## config.mk

```make
export PLATFORM = sky130hd
export DESIGN_NAME = flash_erase_program_status
export DESIGN_NICKNAME = d
export VERILOG_FILES = /design/src/verilog/flash_cmd_pkg.sv /design/src/verilog/flash_erase_program_status.sv
export SDC_FILE = /design/constraint.sdc
export NUM_CORES = 1
export LEC_CHECK = 0
export BUFFER_PORTS_ARGS = -buffer_cell sky130_fd_sc_hd__buf_2
export CAP_MARGIN = 20
export CORE_MARGIN = 2
export CORE_UTILIZATION = 50
export DETAILED_ROUTE_END_ITERATION = 10
export PLACE_DENSITY = 0.69
export SYNTH_ARGS = -nofsm -noshare
export SYNTH_HDL_FRONTEND = slang
export SYNTH_SLANG_ARGS = --single-unit
```

## constraint.sdc

```tcl
create_clock -name clk_sys -period 2.8 [get_ports clk_sys]
set_input_delay 0.14 -clock clk_sys [delete_from_list [all_inputs] [get_ports clk_sys]]
set_output_delay 0.14 -clock clk_sys [all_outputs]
set_load 0.02 [all_outputs]
```

## src/verilog/flash_cmd_pkg.sv

```systemverilog
package flash_cmd_pkg;

  localparam int ADDR_W  = 18;
  localparam int DATA_W  = 8;
  localparam int N_SECT  = 7;

  // Command opcodes
  localparam logic [7:0] OP_READ_ARRAY   = 8'hff;
  localparam logic [7:0] OP_ERASE        = 8'h21;
  localparam logic [7:0] OP_UNIFORM      = 8'h20;
  localparam logic [7:0] OP_CONFIRM      = 8'hd0;
  localparam logic [7:0] OP_PROG_A       = 8'h40;
  localparam logic [7:0] OP_PROG_B       = 8'h10;
  localparam logic [7:0] OP_READ_STATUS  = 8'h70;
  localparam logic [7:0] OP_CLEAR_STATUS = 8'h50;
  localparam logic [7:0] OP_READ_ID      = 8'h90;

  // Status bit positions
  localparam int SB_READY      = 7;
  localparam int SB_ERASE_FAIL = 5;
  localparam int SB_PROG_FAIL  = 4;
  localparam int SB_PROTECT    = 1;

  localparam logic [7:0] ERASED_BYTE = 8'hff;
  localparam logic [7:0] ID_UNMAPPED = 8'h00;

  localparam logic [ADDR_W-1:0] ID_ADDR_MFR = 18'h00000;
  localparam logic [ADDR_W-1:0] ID_ADDR_DEV = 18'h00001;

  // Sector map, index 6 is the top boot sector
  localparam logic [N_SECT-1:0][ADDR_W-1:0] SECT_BASE = {
    18'h3c000, 18'h3a000, 18'h38000, 18'h30000, 18'h20000, 18'h10000, 18'h00000};
  localparam logic [N_SECT-1:0][ADDR_W-1:0] SECT_LAST = {
    18'h3ffff, 18'h3bfff, 18'h39fff, 18'h37fff, 18'h2ffff, 18'h1ffff, 18'h0ffff};
  localparam logic [2:0] FIRST_SUB = 3'h3;
  localparam logic [2:0] TOP_BOOT  = 3'h6;
  localparam logic [ADDR_W-1:0] SUB_BASE = 18'h30000;
  localparam logic [ADDR_W-1:0] SUB_LAST = 18'h3ffff;

  // Timing
  localparam int CLK_PERIOD_NS = 4;
  localparam int PROG_TIME_NS  = 20000;
  localparam int PROG_CYCLES   = (PROG_TIME_NS + CLK_PERIOD_NS - 1) / CLK_PERIOD_NS;
  localparam int FETCH_WAIT    = 1;

  typedef enum logic [2:0] {
    ST_IDLE       = 3'b000,
    ST_WAIT_ERASE = 3'b001,
    ST_ERASE_RUN  = 3'b011,
    ST_WAIT_PROG  = 3'b100,
    ST_PROG_FETCH = 3'b101,
    ST_PROG_PULSE = 3'b111,
    ST_PROG_WRITE = 3'b110
  } state_t;

  typedef enum logic [1:0] {
    RM_ARRAY  = 2'b00,
    RM_STATUS = 2'b01,
    RM_ID     = 2'b11
  } read_mode_t;

endpackage

```

## src/verilog/flash_erase_program_status.sv

```systemverilog
// Summary of operation
// RL1: Program only clears bits, never sets them
// RL2: Erase needs two writes, then self-timed
// RL3: Uniform erase on sub-sector erases all four
// RL4: Standard erase erases the addressed sector only
// RL5: After erase or program, reads return status
// RL6: Erase needs lock clear and pin inactive
// RL7: Uniform sub-sector erase checks all locks, boot pin
// RL8: Erased bytes read all ones
// RL9: Program second write carries address and data
// RL10: Program pulse timed internally
// RL11: Protected program fails, memory untouched, flagged
// RL12: Status read command accepted at any time
// RL13: Error flags set by engine, cleared by command
// RL14: Bit 7 low while busy, high idle
// RL15: Bits 5,4 erase/program fail, both sequence error
// RL16: Bit 1 flags protected target sector
// RL17: Protect flag updated only on attempts
// RL18: Identification reads give maker, device codes
// RL19: Any valid command leaves identification mode
// RL20: Host clears status after error before retrying
// RL21: Program accepts opcode 40h or 10h
// RL22: Sectors 6 to 3 sub, 2 to 0 main
// RL23: Read array ignored while busy
// RL24: Reserved status bits read zero
`timescale 1ns/1ns
module flash_erase_program_status #(
  parameter int         PROG_CYCLES = flash_cmd_pkg::PROG_CYCLES,
  // Identity values are arbitrary
  parameter logic [7:0] MFR_ID      = 8'h5a,
  parameter logic [7:0] DEV_ID      = 8'hc3
) (
  input  wire logic                             clk_sys,
  input  wire logic                             rstn,
  input  wire logic                             cmd_wr,
  input  wire logic                             cmd_rd,
  input  wire logic [flash_cmd_pkg::ADDR_W-1:0] cmd_addr,
  input  wire logic [flash_cmd_pkg::DATA_W-1:0] cmd_wdata,
  output logic      [flash_cmd_pkg::DATA_W-1:0] rd_data,
  output logic                                  rd_valid,
  input  wire logic [flash_cmd_pkg::N_SECT-1:0] lock_bits,
  input  wire logic                             top_boot_lock_pin_n,
  input  wire logic                             write_protect_pin_n,
  output logic                                  arr_rd,
  output logic                                  arr_we,
  output logic      [flash_cmd_pkg::ADDR_W-1:0] arr_addr,
  output logic      [flash_cmd_pkg::DATA_W-1:0] arr_wdata,
  input  wire logic [flash_cmd_pkg::DATA_W-1:0] arr_rdata,
  output logic                                  busy
);

  localparam int TMR_W = $clog2(PROG_CYCLES + 2);

  generate
    if (PROG_CYCLES < 1 || flash_cmd_pkg::ADDR_W != 18 || flash_cmd_pkg::DATA_W != 8) begin : g_chk
      $error("flash_erase_program_status: unsupported parameter values");
    end
    // The lock slice used for uniform erase assumes the seven-sector map
    if (flash_cmd_pkg::N_SECT != 7) begin : g_chk_map
      $error("flash_erase_program_status: sector map must hold seven sectors");
    end
  endgenerate

  flash_cmd_pkg::state_t                 state_q;
  flash_cmd_pkg::read_mode_t             mode_q;
  logic [TMR_W-1:0]                      tmr_q;
  logic [flash_cmd_pkg::ADDR_W-1:0]      er_last_q;
  logic [flash_cmd_pkg::DATA_W-1:0]      prog_data_q;
  logic                                  uniform_q;
  logic                                  erase_fail_q;
  logic                                  prog_fail_q;
  logic                                  protect_q;
  logic                                  rd_p1_q;
  logic                                  rd_p2_q;
  flash_cmd_pkg::read_mode_t             rd_mode_p1_q;
  flash_cmd_pkg::read_mode_t             rd_mode_p2_q;
  logic [flash_cmd_pkg::ADDR_W-1:0]      rd_addr_p1_q;
  logic [flash_cmd_pkg::ADDR_W-1:0]      rd_addr_p2_q;

  logic [2:0]                            sect;
  logic                                  sub_target;
  logic                                  erase_blocked;
  logic                                  prog_blocked;
  logic                                  wr_idle;
  logic                                  wr_busy;
  logic                                  erase_confirm;
  logic                                  erase_seq_err;
  logic                                  erase_prot;
  logic                                  prog_prot;
  logic                                  prog_start;
  logic                                  clr_status;
  logic                                  in_busy;
  logic [flash_cmd_pkg::DATA_W-1:0]      status_byte;

  function automatic logic [2:0] sector_of(input logic [flash_cmd_pkg::ADDR_W-1:0] a);
    logic [2:0] s;
    s = {1'b0, a[17:16]};
    for (int i = flash_cmd_pkg::N_SECT - 1; i >= 0; i--) begin
      if (a >= flash_cmd_pkg::SECT_BASE[i] && a <= flash_cmd_pkg::SECT_LAST[i]) begin
        s = 3'(i);
      end
    end
    return s;
  endfunction

  function automatic logic sect_protected(input logic [2:0] s);
    logic pin_on;
    pin_on = (s == flash_cmd_pkg::TOP_BOOT) ? !top_boot_lock_pin_n : !write_protect_pin_n;
    return lock_bits[s] | pin_on;
  endfunction

  assign sect       = sector_of(cmd_addr); // RL22
  assign sub_target = (sect >= flash_cmd_pkg::FIRST_SUB); // RL22
  assign in_busy    = (state_q == flash_cmd_pkg::ST_ERASE_RUN)
                   || (state_q == flash_cmd_pkg::ST_PROG_FETCH)
                   || (state_q == flash_cmd_pkg::ST_PROG_PULSE)
                   || (state_q == flash_cmd_pkg::ST_PROG_WRITE);

  // Uniform erase of the sub-sector region needs lock bits 6 to 3 clear and the boot pin inactive
  assign erase_blocked = (uniform_q && sub_target)
                       ? ((|lock_bits[6:3]) | !top_boot_lock_pin_n) // RL7
                       : sect_protected(sect); // RL6
  assign prog_blocked  = sect_protected(sect); // RL11

  assign wr_idle       = cmd_wr && (state_q == flash_cmd_pkg::ST_IDLE);
  assign wr_busy       = cmd_wr && in_busy;
  assign erase_confirm = cmd_wr && (state_q == flash_cmd_pkg::ST_WAIT_ERASE)
                      && (cmd_wdata == flash_cmd_pkg::OP_CONFIRM); // RL2
  assign erase_seq_err = cmd_wr && (state_q == flash_cmd_pkg::ST_WAIT_ERASE)
                      && (cmd_wdata != flash_cmd_pkg::OP_CONFIRM);
  assign erase_prot    = erase_confirm && erase_blocked;
  assign prog_prot     = cmd_wr && (state_q == flash_cmd_pkg::ST_WAIT_PROG) && prog_blocked;
  assign prog_start    = cmd_wr && (state_q == flash_cmd_pkg::ST_WAIT_PROG) && !prog_blocked;
  assign clr_status    = wr_idle && (cmd_wdata == flash_cmd_pkg::OP_CLEAR_STATUS);

  always_comb begin
    status_byte = 8'h00; // RL24
    status_byte[flash_cmd_pkg::SB_READY]      = !in_busy; // RL14
    status_byte[flash_cmd_pkg::SB_ERASE_FAIL] = erase_fail_q; // RL15
    status_byte[flash_cmd_pkg::SB_PROG_FAIL]  = prog_fail_q; // RL15
    status_byte[flash_cmd_pkg::SB_PROTECT]    = protect_q; // RL16
  end

  // Write engine and array port
  always_ff @(posedge clk_sys or negedge rstn) begin
    if (!rstn) begin
      state_q     <= flash_cmd_pkg::ST_IDLE;
      tmr_q       <= '0;
      er_last_q   <= '0;
      prog_data_q <= '0;
      uniform_q   <= 1'b0;
      arr_rd      <= 1'b0;
      arr_we      <= 1'b0;
      arr_addr    <= '0;
      arr_wdata   <= '0;
      busy        <= 1'b0;
    end else begin
      arr_rd <= 1'b0;
      case (state_q)
        flash_cmd_pkg::ST_IDLE: begin
          if (cmd_rd && mode_q == flash_cmd_pkg::RM_ARRAY) begin
            arr_rd   <= 1'b1;
            arr_addr <= cmd_addr;
          end
          if (wr_idle) begin
            case (cmd_wdata)
              flash_cmd_pkg::OP_ERASE: begin
                uniform_q <= 1'b0; // RL4
                state_q   <= flash_cmd_pkg::ST_WAIT_ERASE; // RL2
              end
              flash_cmd_pkg::OP_UNIFORM: begin
                uniform_q <= 1'b1; // RL3
                state_q   <= flash_cmd_pkg::ST_WAIT_ERASE; // RL2
              end
              flash_cmd_pkg::OP_PROG_A, flash_cmd_pkg::OP_PROG_B: begin
                state_q <= flash_cmd_pkg::ST_WAIT_PROG; // RL21
              end
              default: begin
              end
            endcase
          end
        end
        flash_cmd_pkg::ST_WAIT_ERASE: begin
          if (cmd_rd && mode_q == flash_cmd_pkg::RM_ARRAY) begin
            arr_rd   <= 1'b1;
            arr_addr <= cmd_addr;
          end
          if (erase_confirm && !erase_blocked) begin
            state_q   <= flash_cmd_pkg::ST_ERASE_RUN;
            busy      <= 1'b1;
            arr_we    <= 1'b1;
            arr_wdata <= flash_cmd_pkg::ERASED_BYTE; // RL8
            if (uniform_q && sub_target) begin
              arr_addr  <= flash_cmd_pkg::SUB_BASE; // RL3
              er_last_q <= flash_cmd_pkg::SUB_LAST; // RL3
            end else begin
              arr_addr  <= flash_cmd_pkg::SECT_BASE[sect]; // RL4
              er_last_q <= flash_cmd_pkg::SECT_LAST[sect]; // RL4
            end
          end else if (cmd_wr) begin
            state_q <= flash_cmd_pkg::ST_IDLE;
          end
        end
        flash_cmd_pkg::ST_ERASE_RUN: begin
          // One byte per cycle; the walk itself is the erase timer
          if (arr_addr == er_last_q) begin
            arr_we  <= 1'b0;
            busy    <= 1'b0;
            state_q <= flash_cmd_pkg::ST_IDLE;
          end else begin
            arr_addr <= arr_addr + 1'b1; // RL2
          end
        end
        flash_cmd_pkg::ST_WAIT_PROG: begin
          if (cmd_rd && mode_q == flash_cmd_pkg::RM_ARRAY) begin
            arr_rd   <= 1'b1;
            arr_addr <= cmd_addr;
          end
          if (prog_start) begin
            arr_rd      <= 1'b1;
            arr_addr    <= cmd_addr; // RL9
            prog_data_q <= cmd_wdata; // RL9
            tmr_q       <= TMR_W'(flash_cmd_pkg::FETCH_WAIT);
            busy        <= 1'b1;
            state_q     <= flash_cmd_pkg::ST_PROG_FETCH;
          end else if (prog_prot) begin
            state_q <= flash_cmd_pkg::ST_IDLE; // RL11
          end
        end
        flash_cmd_pkg::ST_PROG_FETCH: begin
          if (tmr_q == '0) begin
            // Merge with the stored byte so no bit can rise
            prog_data_q <= prog_data_q & arr_rdata; // RL1
            tmr_q       <= TMR_W'(PROG_CYCLES - 1);
            state_q     <= flash_cmd_pkg::ST_PROG_PULSE;
          end else begin
            tmr_q <= tmr_q - 1'b1;
          end
        end
        flash_cmd_pkg::ST_PROG_PULSE: begin
          if (tmr_q == '0) begin
            arr_we    <= 1'b1;
            arr_wdata <= prog_data_q; // RL1
            state_q   <= flash_cmd_pkg::ST_PROG_WRITE;
          end else begin
            tmr_q <= tmr_q - 1'b1; // RL10
          end
        end
        flash_cmd_pkg::ST_PROG_WRITE: begin
          arr_we  <= 1'b0;
          busy    <= 1'b0;
          state_q <= flash_cmd_pkg::ST_IDLE;
        end
        default: begin
          arr_we  <= 1'b0;
          busy    <= 1'b0;
          state_q <= flash_cmd_pkg::ST_IDLE;
        end
      endcase
    end
  end

  // Error flags; a set in the same cycle as a clear wins
  always_ff @(posedge clk_sys or negedge rstn) begin
    if (!rstn) begin
      erase_fail_q <= 1'b0;
      prog_fail_q  <= 1'b0;
      protect_q    <= 1'b0;
    end else begin
      erase_fail_q <= (erase_prot | erase_seq_err) | (erase_fail_q & !clr_status); // RL13
      prog_fail_q  <= (prog_prot | erase_seq_err) | (prog_fail_q & !clr_status); // RL15
      protect_q    <= (erase_prot | prog_prot) | (protect_q & !clr_status); // RL17
    end
  end

  // Read mode selection
  always_ff @(posedge clk_sys or negedge rstn) begin
    if (!rstn) begin
      mode_q <= flash_cmd_pkg::RM_ARRAY;
    // While the engine runs only the status command is acted on
    end else if (wr_busy) begin // RL23
      if (cmd_wdata == flash_cmd_pkg::OP_READ_STATUS) begin
        mode_q <= flash_cmd_pkg::RM_STATUS; // RL12
      end
    end else if (wr_idle) begin
      case (cmd_wdata) // RL19
        flash_cmd_pkg::OP_READ_ARRAY:  mode_q <= flash_cmd_pkg::RM_ARRAY; // RL23
        flash_cmd_pkg::OP_READ_STATUS: mode_q <= flash_cmd_pkg::RM_STATUS; // RL12
        flash_cmd_pkg::OP_READ_ID:     mode_q <= flash_cmd_pkg::RM_ID; // RL18
        flash_cmd_pkg::OP_CLEAR_STATUS,
        flash_cmd_pkg::OP_ERASE,
        flash_cmd_pkg::OP_UNIFORM,
        flash_cmd_pkg::OP_PROG_A,
        flash_cmd_pkg::OP_PROG_B:      mode_q <= (mode_q == flash_cmd_pkg::RM_ID)
                                                 ? flash_cmd_pkg::RM_ARRAY : mode_q; // RL19
        default:                       mode_q <= mode_q;
      endcase
    end else if (cmd_wr && (state_q == flash_cmd_pkg::ST_WAIT_ERASE
                         || state_q == flash_cmd_pkg::ST_WAIT_PROG)) begin
      mode_q <= flash_cmd_pkg::RM_STATUS; // RL5
    end
  end

  // Read pipeline: three edges, matching the array read latency
  always_ff @(posedge clk_sys or negedge rstn) begin
    if (!rstn) begin
      rd_p1_q      <= 1'b0;
      rd_p2_q      <= 1'b0;
      rd_mode_p1_q <= flash_cmd_pkg::RM_ARRAY;
      rd_mode_p2_q <= flash_cmd_pkg::RM_ARRAY;
      rd_addr_p1_q <= '0;
      rd_addr_p2_q <= '0;
      rd_valid     <= 1'b0;
      rd_data      <= '0;
    end else begin
      rd_p1_q      <= cmd_rd;
      rd_p2_q      <= rd_p1_q;
      rd_mode_p1_q <= cmd_rd ? mode_q : rd_mode_p1_q;
      rd_mode_p2_q <= rd_mode_p1_q;
      rd_addr_p1_q <= cmd_rd ? cmd_addr : rd_addr_p1_q;
      rd_addr_p2_q <= rd_addr_p1_q;
      rd_valid     <= rd_p2_q;
      if (rd_p2_q) begin
        case (rd_mode_p2_q)
          flash_cmd_pkg::RM_ARRAY:  rd_data <= arr_rdata;
          flash_cmd_pkg::RM_STATUS: rd_data <= status_byte; // RL5
          flash_cmd_pkg::RM_ID: begin
            if (rd_addr_p2_q == flash_cmd_pkg::ID_ADDR_MFR) begin
              rd_data <= MFR_ID; // RL18
            end else if (rd_addr_p2_q == flash_cmd_pkg::ID_ADDR_DEV) begin
              rd_data <= DEV_ID; // RL18
            end else begin
              rd_data <= flash_cmd_pkg::ID_UNMAPPED;
            end
          end
          default: rd_data <= status_byte;
        endcase
      end
    end
  end

endmodule // flash_erase_program_status

```

Word-level counts from Yosys, hierarchy flattened
Memory sizes are Yosys's and may differ from the RTL's. Cells that the tools add are included.

$add $sub $neg: 2. $lt $le $gt $ge: 16. Equal/unequal tests: 35. Multiplexer cells: 59. Bitwise logic cells: 14. Reduce and logical (&&, ||, !) cells: 59.

Operators with widths (count): 2-to-1 mux 18 bit (8); greater-or-equal comparator 18 bit, second input constant (5); <= comparator 18 bit, second input constant (5); case mux 18 bit (4 select lines) (1); 2-to-1 mux 8 bit (6); case mux 8 bit (2 select lines) (3); 2-to-1 mux 3 bit (15); 2-to-1 mux 13 bit (3); case mux 13 bit (3 select lines) (1); equality test 8 x 7 -> 1 bit, second input constant (3); equality test 8 bit, second input constant (3); logical AND 1 bit (21); adder 18 x 1 -> 18 bit, second input constant (1); equality test 18 x 1 -> 1 bit, second input constant (1); equality test 18 bit (1); greater-or-equal comparator 18 x 1 -> 1 bit, second input constant (1); greater-or-equal comparator 18 x 17 -> 1 bit, second input constant (1); <= comparator 18 x 16 -> 1 bit, second input constant (1); <= comparator 18 x 17 -> 1 bit, second input constant (1); zero test 18 bit (1); case mux 3 bit (6 select lines) (1); equality test 8 x 6 -> 1 bit, second input constant (2); equality test 3 bit, second input constant (5); zero test 13 bit (1); 40 further kinds (94).

Register bits after elaboration: 128. Memory bits (read-only): 288. Input bits: 47. Output and inout port bits: 38. Logic and storage cells: 209. Memories: 2.

Memory list: (no name shown) (words 8, bits a word 18, read ports 1, clocked after Yosys merged registers in 0, write ports 0, RTL line flash_erase_program_status.sv:198) `er_last_q <= flash_cmd_pkg::SECT_LAST[sect];`; (no name shown) (words 8, bits a word 18, read ports 1, clocked after Yosys merged registers in 0, write ports 0, RTL line flash_erase_program_status.sv:197) `arr_addr <= flash_cmd_pkg::SECT_BASE[sect];`.

Logic depth before layout (Yosys ltp)
Gate-level depths: netlist of the first run.

Depth in word-level cells: 17. Gate-level depth with buffers: 10. Mapped depth without buffers: 8.

Worst setup path after synthesis of the first run
Ideal clock, no wire load.

Path kind: register to register. Start point: register arr_addr[1] (netlist name). End point: register arr_addr[16] (netlist name). Library setup time: 0.094 ns. Data arrival time: 2.168 ns. Required time: 2.706 ns. Slack: 0.539 ns. Stages on the path, launching flop included: 8. Path buffers: 0. Period minus slack after synthesis: 2.261 ns. Cells stage by stage: dfrtp_1 > ha_1 > nand3_1 > or3_1 > nor4_1 > xnor2_1 > o221a_1 > a221oi_2.

Cells in the longest elaborated chain, start to end: 3. Elaborated cells on any way between the ends: 6. Those cells by class: add/sub: 1; eq/ne: 2; mux: 2; reduce/logical: 1.

Ends and longest elaborated chain: start: declaration (RTL line flash_erase_program_status.sv:46) `output logic [flash_cmd_pkg::ADDR_W-1:0] arr_addr,`; start signal: assignment (RTL line flash_erase_program_status.sv:163) `arr_addr <= cmd_addr;`; start signal: assignment (RTL line flash_erase_program_status.sv:186) `arr_addr <= cmd_addr;`; start signal: assignment (RTL line flash_erase_program_status.sv:194) `arr_addr <= flash_cmd_pkg::SUB_BASE;`; adder 18 x 1 -> 18 bit / equality test 18 bit (equally long branches) (RTL line flash_erase_program_status.sv:211, flash_erase_program_status.sv:206); 2-to-1 mux 18 bit / inequality test 2 bit (equally long branches); case mux 18 bit (4 select lines) / AND reduction 2 bit (equally long branches).

Several ways; a longest one is shown, not always the timed one. The select of a mux whose other input is x is not followed. A chain may end at the register's enable or synchronous reset.

Worst setup path after layout of the first run
Start point: register state_q[1]. End point: register arr_addr[16] (netlist name).

Cells in the longest elaborated chain, start to end: 6. Elaborated cells on any way between the ends: 15. Those cells by class: eq/ne: 4; mux: 3; reduce/logical: 8.

Ends and longest elaborated chain: start: declaration (RTL line flash_erase_program_status.sv:64) `flash_cmd_pkg::state_t state_q;`; start signal: assignment (RTL line flash_erase_program_status.sv:147) `state_q <= flash_cmd_pkg::ST_IDLE;`; start signal: assignment (RTL line flash_erase_program_status.sv:169) `state_q <= flash_cmd_pkg::ST_WAIT_ERASE;`; start signal: assignment (RTL line flash_erase_program_status.sv:173) `state_q <= flash_cmd_pkg::ST_WAIT_ERASE;`; equality test 3 x 1 -> 1 bit (RTL line flash_erase_program_status.sv:127, flash_erase_program_status.sv:159); logical AND 1 bit (RTL line flash_erase_program_status.sv:127) `assign erase_confirm = cmd_wr && (state_q == flash_cmd_pkg::ST_WAIT_ERASE)`; logical AND 1 bit (RTL line flash_erase_program_status.sv:128) `&& (cmd_wdata == flash_cmd_pkg::OP_CONFIRM);`; logical AND 1 bit (RTL line flash_erase_program_status.sv:188) `if (erase_confirm && !erase_blocked) begin`; 2-to-1 mux 18 bit (RTL line flash_erase_program_status.sv:188); case mux 18 bit (4 select lines) (RTL line flash_erase_program_status.sv:159) `case (state_q)`.

Several ways; a longest one is shown, not always the timed one.

==> parameters.txt, run 1 <==
Parameter                              Value

Global routing
  Global-route wire length before repair ... 26400 um
  Gr usage total ... 0.258
  Antenna violations before repair ... 0
  Remaining global-route overflow ... 0
  Pin count of the biggest net entering global routing ... 53
  Via count of the first global-routing pass ... 5360

Timing
  Measured slew at the worst slew-check pin ... 0.747 ns
  Final number of hold-violating endpoints ... 0
  Max-slew headroom at the worst pin ... 0.502
  Fmax ... 384 MHz
  RSZ-0062 raised after global routing ... no
  Final TNS setup ... 0 ns
  Setup clock skew after layout ... 0.00923 ns
  Final slew viol count ... 0
  Post-route fraction of the period consumed by the critical path ... 0.931
  Time the final worst path needs with I/O delays and setup ... 2.61 ns
  Number of setup violations in the final report ... 0

Floorplan
  Horizontal extent of the die ... 116 um
  Core Region ... 12100 sq um
  Initial standard-cell utilization of the core ... 0.517
  Top-level port count ... 85
  Placement Rows ... 40
  Die height ... 116 um
  Full die area ... 13400 sq um

Setup path
  Signal arrival time at the worst endpoint ... 2.87 ns
  Critical path startpoint category ... register
  Largest fanout on the critical path ... 7
  Class of the most critical setup path ... reg2reg
  Worst Reg-to-Reg Cells ... 7
  Reg-to-reg startpoint ... state_q[1]
  Worst setup EP type ... register
  CP startpoint ... state_q[1]
  Required time worst endpoint ... 3.06 ns

Worst hold path
  Hold path startpoint ... cmd_addr[3]
  Number of cells on the worst hold path ... 2
  Worst Hold Class ... in2reg

Route
  Via Count ... 5452
  DRC violations left ... 0
  Routed wire per std cell ... 18.2 um
  Routed vias/inst ... 5.90
  Antenna-violating nets left ... 0
  Routed WL ... 16800 um
  First drt pass iteration count ... 5
  Number of DRC markers in iteration 0 ... 440

Synth
  Summed instance area of the synthesized netlist ... 6260 sq um
  Sequential share of the synthesized area ... 0.464
  Simple-gate share of the synthesized area ... 0.219
  Net Count, Synth ... 700
  Share of synthesized area spent on multiplexers ... 0.0633
  Compound-cell area share of the yosys netlist ... 0.162
  Fraction of synthesized cell area taken by the top area cell type ... 0.464
  Top cells by area in the synthesized netlist ... sky130_fd_sc_hd__dfrtp_1 (46%), sky130_fd_sc_hd__mux2_2 (4.5%), sky130_fd_sc_hd__nand2_1 (3.9%)
  Seq cells post-synth ... 116
  Share of synthesized cell area in full adder, half adder and majority cells ... 0.00999
  Dominant synthesized flop cell ... sky130_fd_sc_hd__dfrtp_1
  Syn. warnings ... 0
  Share of flip-flops with an asynchronous set or reset ... 1.00
  Combinational family with the most area after synthesis ... simple AND/OR/NAND/NOR gates
  Cell type with the highest aggregate area in the netlist ... sky130_fd_sc_hd__dfrtp_1
  Xor/xnor share of the synthesized area ... 0.0350
  Cell count after synthesis ... 648
  Unique masters post-synth ... 74
  Syn avg cell area ... 9.66 sq um
  Number of enable-type register cells in the synthesized netlist ... 0

Power
  Sequential group share of total power ... 0.426
  Switching power of the nets ... 0.00101 W
  Switching portion of total power ... 0.240
  Pwr Density ... 557 nW/um^2
  Clk pwr share ... 0.505
  Comb pwr share ... 0.069
  Internal power summed over all cells ... 0.00319 W
  Leakage component of the power ... 3.42 nW
  Maximum VDD drop ... 422 uV

Run status
  Result of the run ... finished, final reports clean

Clocking
  Clock tree root driver cell ... sky130_fd_sc_hd__clkbuf_16
  Maximum count of clock buffers along a single path ... 2
  Hold buffer count at CTS ... 9
  Clock latency on the worst-skew pair ... 0.42 ns
  Clock buffers created by TritonCTS ... 17
  Number of H-tree levels ... 4
  Post-CTS resize count ... 0
  Clock sink count ... 116
  Worst-path clk slew ... 0.05 ns
  Post-CTS setup repair buffer count ... 0
  Clock tree from TritonCTS ... done

Flow run
  Number of max-cap violations ... 0

Cells and area
  Most frequent cells in the layout ... sky130_fd_sc_hd__dfrtp_1 (116), sky130_fd_sc_hd__buf_2 (83), sky130_fd_sc_hd__nand2_1 (65)
  Share of cells above drive strength 1 ... 0.251
  Post-layout utilization of the core ... 0.623
  Count of nets after finishing ... 795
  Count of antenna diodes in the layout ... 0
  Most common cell after layout, fill and taps aside ... sky130_fd_sc_hd__dfrtp_1
  Fill cell count ... 1011
  Synth-to-layout area growth ... 20.4%

Placement
  Gpl congestion ... 0.964
  Half-perimeter wire length of the detailed placement result ... 11800 um
  Number of buffers inserted by port buffering ... 84
-- metal layers --
metal | up-vias | part of all wire | GRT usage
met4 | 0 | 0.034 | 0.125
met3 | 42 | 0.065 | 0.0633
li1 | 2550 | - | -
met1 | 2621 | 0.43 | 0.310
met2 | 239 | 0.48 | 0.434
met5 | - | 0 | 0
-- critical path, stage by stage (launching register included) --
cell and delay [ns]:
sky130_fd_sc_hd__dfrtp_1 0.46, sky130_fd_sc_hd__nor3b_4 0.32, sky130_fd_sc_hd__nand2_1 0.14, sky130_fd_sc_hd__nor4_2 0.45, sky130_fd_sc_hd__or2_1 0.35, sky130_fd_sc_hd__a21oi_1 0.15, sky130_fd_sc_hd__a211oi_1 0.48, sky130_fd_sc_hd__a221oi_2 0.11
-- final timing paths --
kind / end / slack, ns
worst max register to register: arr_addr[16] / 0.19
worst min register to register: rd_p2_q / 0.35
worst max-delay path: arr_addr[16] / 0.19
max in group asynchronous: rd_addr_p1_q[11] / 1.78
min in group asynchronous: tmr_q[11] / 0.24
worst min-delay path: rd_addr_p1_q[3] / 0.01
-- state kept, by name, summed over array words and instances, names as in the netlist, 2 cells and up --
| name | cells |
|---|---|
| arr_wdata | 8 |
| tmr_q | 13 |
| prog_data_q | 8 |
| state_q | 3 |
| rd_addr_p1_q | 18 |
| rd_mode_p2_q | 2 |
| rd_addr_p2_q | 18 |
| mode_q | 2 |
| rd_data | 8 |
| arr_addr | 18 |
| er_last_q | 6 |
| rd_mode_p1_q | 2 |
-- logic make-up after synthesis --
group / Yosys count
simple gates: 254
compound gates: 147
flops: 116
buf+inv: 68
mux: 33
xor+xnor: 25
fa+ha+maj: 5
-- per-stage QoR --
stage               hold WS [ns]  cells  instance area [sq um]  total power (W)  worst slack (ns)
detailed placement         0.157    883                   6870          0.00209             0.298
finish                    0.0126    924                   7540          0.00420             0.194
CTS                      0.00343    924                   7540          0.00423             0.264
floorplan                 -0.156    648                   6260          0.00195             0.539
global placement           0.144    883                   6870          0.00208             0.273
global route             0.00303    924                   7540          0.00433             0.129
-- power by group through the flow --
stage          sequential, W  clock [W]  combinational, W
6_report             0.00179    0.00212          0.000290
5_1_grt              0.00179    0.00222          0.000317
4_1_cts              0.00179    0.00215          0.000290
3_5_place_dp         0.00181          0          0.000279
3_3_place_gp         0.00181          0          0.000272
2_1_floorplan        0.00182          0          0.000125
-- Yosys cell counts (all sizes together), types with 6 or more instances --
| cell | n |
|---|---|
| a211oi | 6 |
| a21oi | 35 |
| a22o | 12 |
| a31oi | 11 |
| and2 | 7 |
| buf | 17 |
| clkbuf | 18 |
| dfrtp | 116 |
| inv | 33 |
| mux2 | 32 |
| nand2 | 65 |
| nand2b | 7 |
| nand3 | 19 |
| nand4 | 6 |
| nor2 | 52 |
| nor3 | 30 |
| nor4 | 23 |
| o21ai | 26 |
| o22ai | 13 |
| o2bb2ai | 8 |
| or3 | 10 |
| or4 | 6 |
| xnor2 | 16 |
| xor2 | 9 |
-- cell type report --
cell class	count	area, sq um	area share
clock buffers	19	443	0.0587
clock inverters	13	135	0.0179
inverters	33	124	0.0164
multi-input cells	464	3060	0.406
flip-flops and latches	116	2900	0.385
well taps	168	210	0.0279
repair buffers	111	661	0.0876
No activity file was read; power rests on OpenSTA's default activity.
==> inputs of run 2 (changes only) <==
--- a/config.mk
+++ b/config.mk
@@ -8,9 +8,9 @@
 export BUFFER_PORTS_ARGS = -buffer_cell sky130_fd_sc_hd__buf_2
 export CAP_MARGIN = 20
 export CORE_MARGIN = 2
-export CORE_UTILIZATION = 50
+export CORE_UTILIZATION = 36
 export DETAILED_ROUTE_END_ITERATION = 10
-export PLACE_DENSITY = 0.69
+export PLACE_DENSITY = 0.52
 export SYNTH_ARGS = -nofsm -noshare
 export SYNTH_HDL_FRONTEND = slang
 export SYNTH_SLANG_ARGS = --single-unit
==> run 2 against run 1 <==
Design area rose by 1.7%. Total power rose by 1.7%. Count of clock-buffer cells in the layout fell by 2. Final cell count rose by 6.5%. Wire length rose by 2.8%. Core utilization fell by 18 points. Largest cell class unchanged.
==> parameters.txt, run 2 (synthesized netlist as in run 1, its figures left out) <==
Parameter                              Value

Setup path
  Required time worst endpoint ... 3.14 ns (+0.08 ns)
  Class of the most critical setup path ... reg2reg
  Signal arrival time at the worst endpoint ... 2.87 ns (about the same)
  Largest fanout on the critical path ... 17 (+10)
  Critical path startpoint category ... register
  Worst setup EP type ... register

Placement
  Cells after DPL ... 940 (+6.5%)
  Number of buffers inserted by port buffering ... 84 (unchanged)
  Gpl congestion ... 0.867 (-10%)
  Placed standard-cell area ... 6940 sq um (+1.0%)
  Half-perimeter wire length of the detailed placement result ... 12800 um (+8.1%)

Route
  DRC violations left ... 0 (unchanged)
  Via Count ... 5414 (-0.70%)
  First drt pass iteration count ... 5 (unchanged)
  Routed wire per std cell ... 17.5 um (-3.5%)
  Routed vias/inst ... 5.50 (-6.8%)
  Routed WL ... 17300 um (+2.8%)
  Antenna-violating nets left ... 0 (unchanged)
  Number of DRC markers in iteration 0 ... 343 (-22%)

Cells and area
  Biggest registers after layout ... arr_addr (18), rd_addr_p1_q (18), rd_addr_p2_q (18)
  Fin cells ... 984 (+6.5%)
  Count of antenna diodes in the layout ... 0 (unchanged)
  Post-layout utilization of the core ... 0.446 (-0.176)
  Synth-to-layout area growth ... 22.4%
  Count of nets after finishing ... 798 (+0.38%)
  Share of cells above drive strength 1 ... 0.254 (+0.00296)
  Most frequent cells in the layout ... sky130_fd_sc_hd__dfrtp_1 (116), sky130_fd_sc_hd__buf_2 (83), sky130_fd_sc_hd__nand2_1 (65)
  Cell area after layout ... 7670 sq um (+1.7%)
  Most common cell after layout, fill and taps aside ... sky130_fd_sc_hd__dfrtp_1

Global routing
  Antenna violations before repair ... 2 (+2)
  Via count of the first global-routing pass ... 5478 (+2.2%)
  Pin count of the biggest net entering global routing ... 70 (+32%)
  Remaining global-route overflow ... 0 (unchanged)
  Gr usage total ... 0.196 (-0.0618)
  Global-route wire length before repair ... 27900 um (+5.6%)

Clocking
  Clock tree from TritonCTS ... done
  Post-CTS resize count ... 0 (unchanged)
  Clock buffers created by TritonCTS ... 17 (unchanged)
  Clock latency on the worst-skew pair ... 0.42 ns (about the same)
  Worst-path clk slew ... 0.06 ns (about the same)
  Clock sink count ... 116 (unchanged)
  Clock tree root driver cell ... sky130_fd_sc_hd__clkbuf_16
  Number of H-tree levels ... 4 (unchanged)
  Maximum count of clock buffers along a single path ... 2 (unchanged)

Timing
  Time the final worst path needs with I/O delays and setup ... 2.53 ns (-0.0742 ns)
  Final number of hold-violating endpoints ... 0 (unchanged)
  Post-route fraction of the period consumed by the critical path ... 0.904 (-0.0265)
  Measured slew at the worst slew-check pin ... 0.750 ns (+0.00220 ns)
  Setup clock skew after layout ... 0.00738 ns (-0.00184 ns)
  Max-slew headroom at the worst pin ... 0.498 (-0.00331)
  Final TNS setup ... 0 ns (unchanged)
  Fmax ... 395 MHz (+2.9%)
  RSZ-0062 raised after global routing ... no
  Final slew viol count ... 0 (unchanged)
  Minimum hold slack ... 0.0124 ns (-0.000171 ns)
  Number of setup violations in the final report ... 0 (unchanged)

Power
  Leakage component of the power ... 3.47 nW (+1.3%)
  Pwr Density ... 557 nW/um^2 (about the same)
  Maximum VDD drop ... 429 uV (+1.6%)

Floorplan
  Top-level port count ... 85 (unchanged)
  Die height ... 136 um (+17%)
  Placement Rows ... 48 (+20%)
  Full die area ... 18500 sq um (+37%)
  Core Region ... 17200 sq um (+42%)
  Initial standard-cell utilization of the core ... 0.365 (-0.152)
  Horizontal extent of the die ... 136 um (+17%)

Run status
  Result of the run ... finished, final reports clean

Worst hold path
  Worst Hold Class ... in2reg

Flow run
  Number of max-cap violations ... 0 (unchanged)
-- run 2: changes by cell type in the layout (fill, tap and decap cells not counted), sizes merged --
| cell | change |
|---|---|
| clkinvlp | -5 |
| buf | +2 |
| clkbuf | -2 |
| dlygate4sd3 | +1 |
| inv | +7 |
-- run 2: worst paths after layout --
check	startpoint	endpoint	slack, ns	depth (start not counted)
min reg2reg	rd_p1_q	rd_p2_q	0.35	0
min in group asynchronous	rstn	tmr_q[6]	0.27	2
max reg2reg	arr_addr[6]	arr_addr[16]	0.27	7
max	arr_addr[6]	arr_addr[16]	0.27	7
min	cmd_addr[6]	rd_addr_p1_q[6]	0.01	2
max in group asynchronous	rstn	rd_addr_p1_q[17]	1.73	3
-- run 2: area by class of cell --
type,count,area (sq um)
clock buffer,17,425
clock inverter,15,170
fill,1685,9510
inverter,33,124
multi-input combinational,464,3060
sequential,116,2900
tap,225,282
timing repair buffer,114,698
-- run 2: metal layers --
metal,wire length (um),vias to the layer above,GRT usage
li1,-,2546,-
met1,7550,2651,0.244
met2,8240,174,0.321
met3,962,39,0.0511
met4,472,4,0.0862
met5,24,-,0
-- run 2: power by group --
| group | switching [W] | total, W | internal, W |
|---|---|---|---|
| clock | 0.000863 | 0.00219 | 0.00133 |
| combinational | 0.000173 | 0.000290 | 0.000117 |
| sequential | 0.0000334 | 0.00178 | 0.00175 |
-- run 2: through the flow --
stage / total power (W) / setup WS [ns]
2_1_floorplan: 0.00195 / 0.539
3_3_place_gp: 0.00209 / 0.326
3_5_place_dp: 0.00210 / 0.293
4_1_cts: 0.00431 / 0.280
5_1_grt: 0.00442 / 0.151
6_report: 0.00427 / 0.268
-- run 2: repair_timing --
| action | CTS | global route |
|---|---|---|
| buffers inserted | 0 | 2 |
| setup endpoints to repair | 0 | 1 |
| hold endpoints to repair | 56 | 0 |
| hold buffers | 10 | 0 |
-- run 2: critical path, stage by stage (launching register included) --
cell and delay [ns]:
sky130_fd_sc_hd__dfrtp_1 0.50, sky130_fd_sc_hd__nand3_1 0.23, sky130_fd_sc_hd__nor4_1 0.53, sky130_fd_sc_hd__o211ai_1 0.21, sky130_fd_sc_hd__and2_1 0.43, sky130_fd_sc_hd__nand4_1 0.21, sky130_fd_sc_hd__o221ai_1 0.14, sky130_fd_sc_hd__a221oi_2 0.20
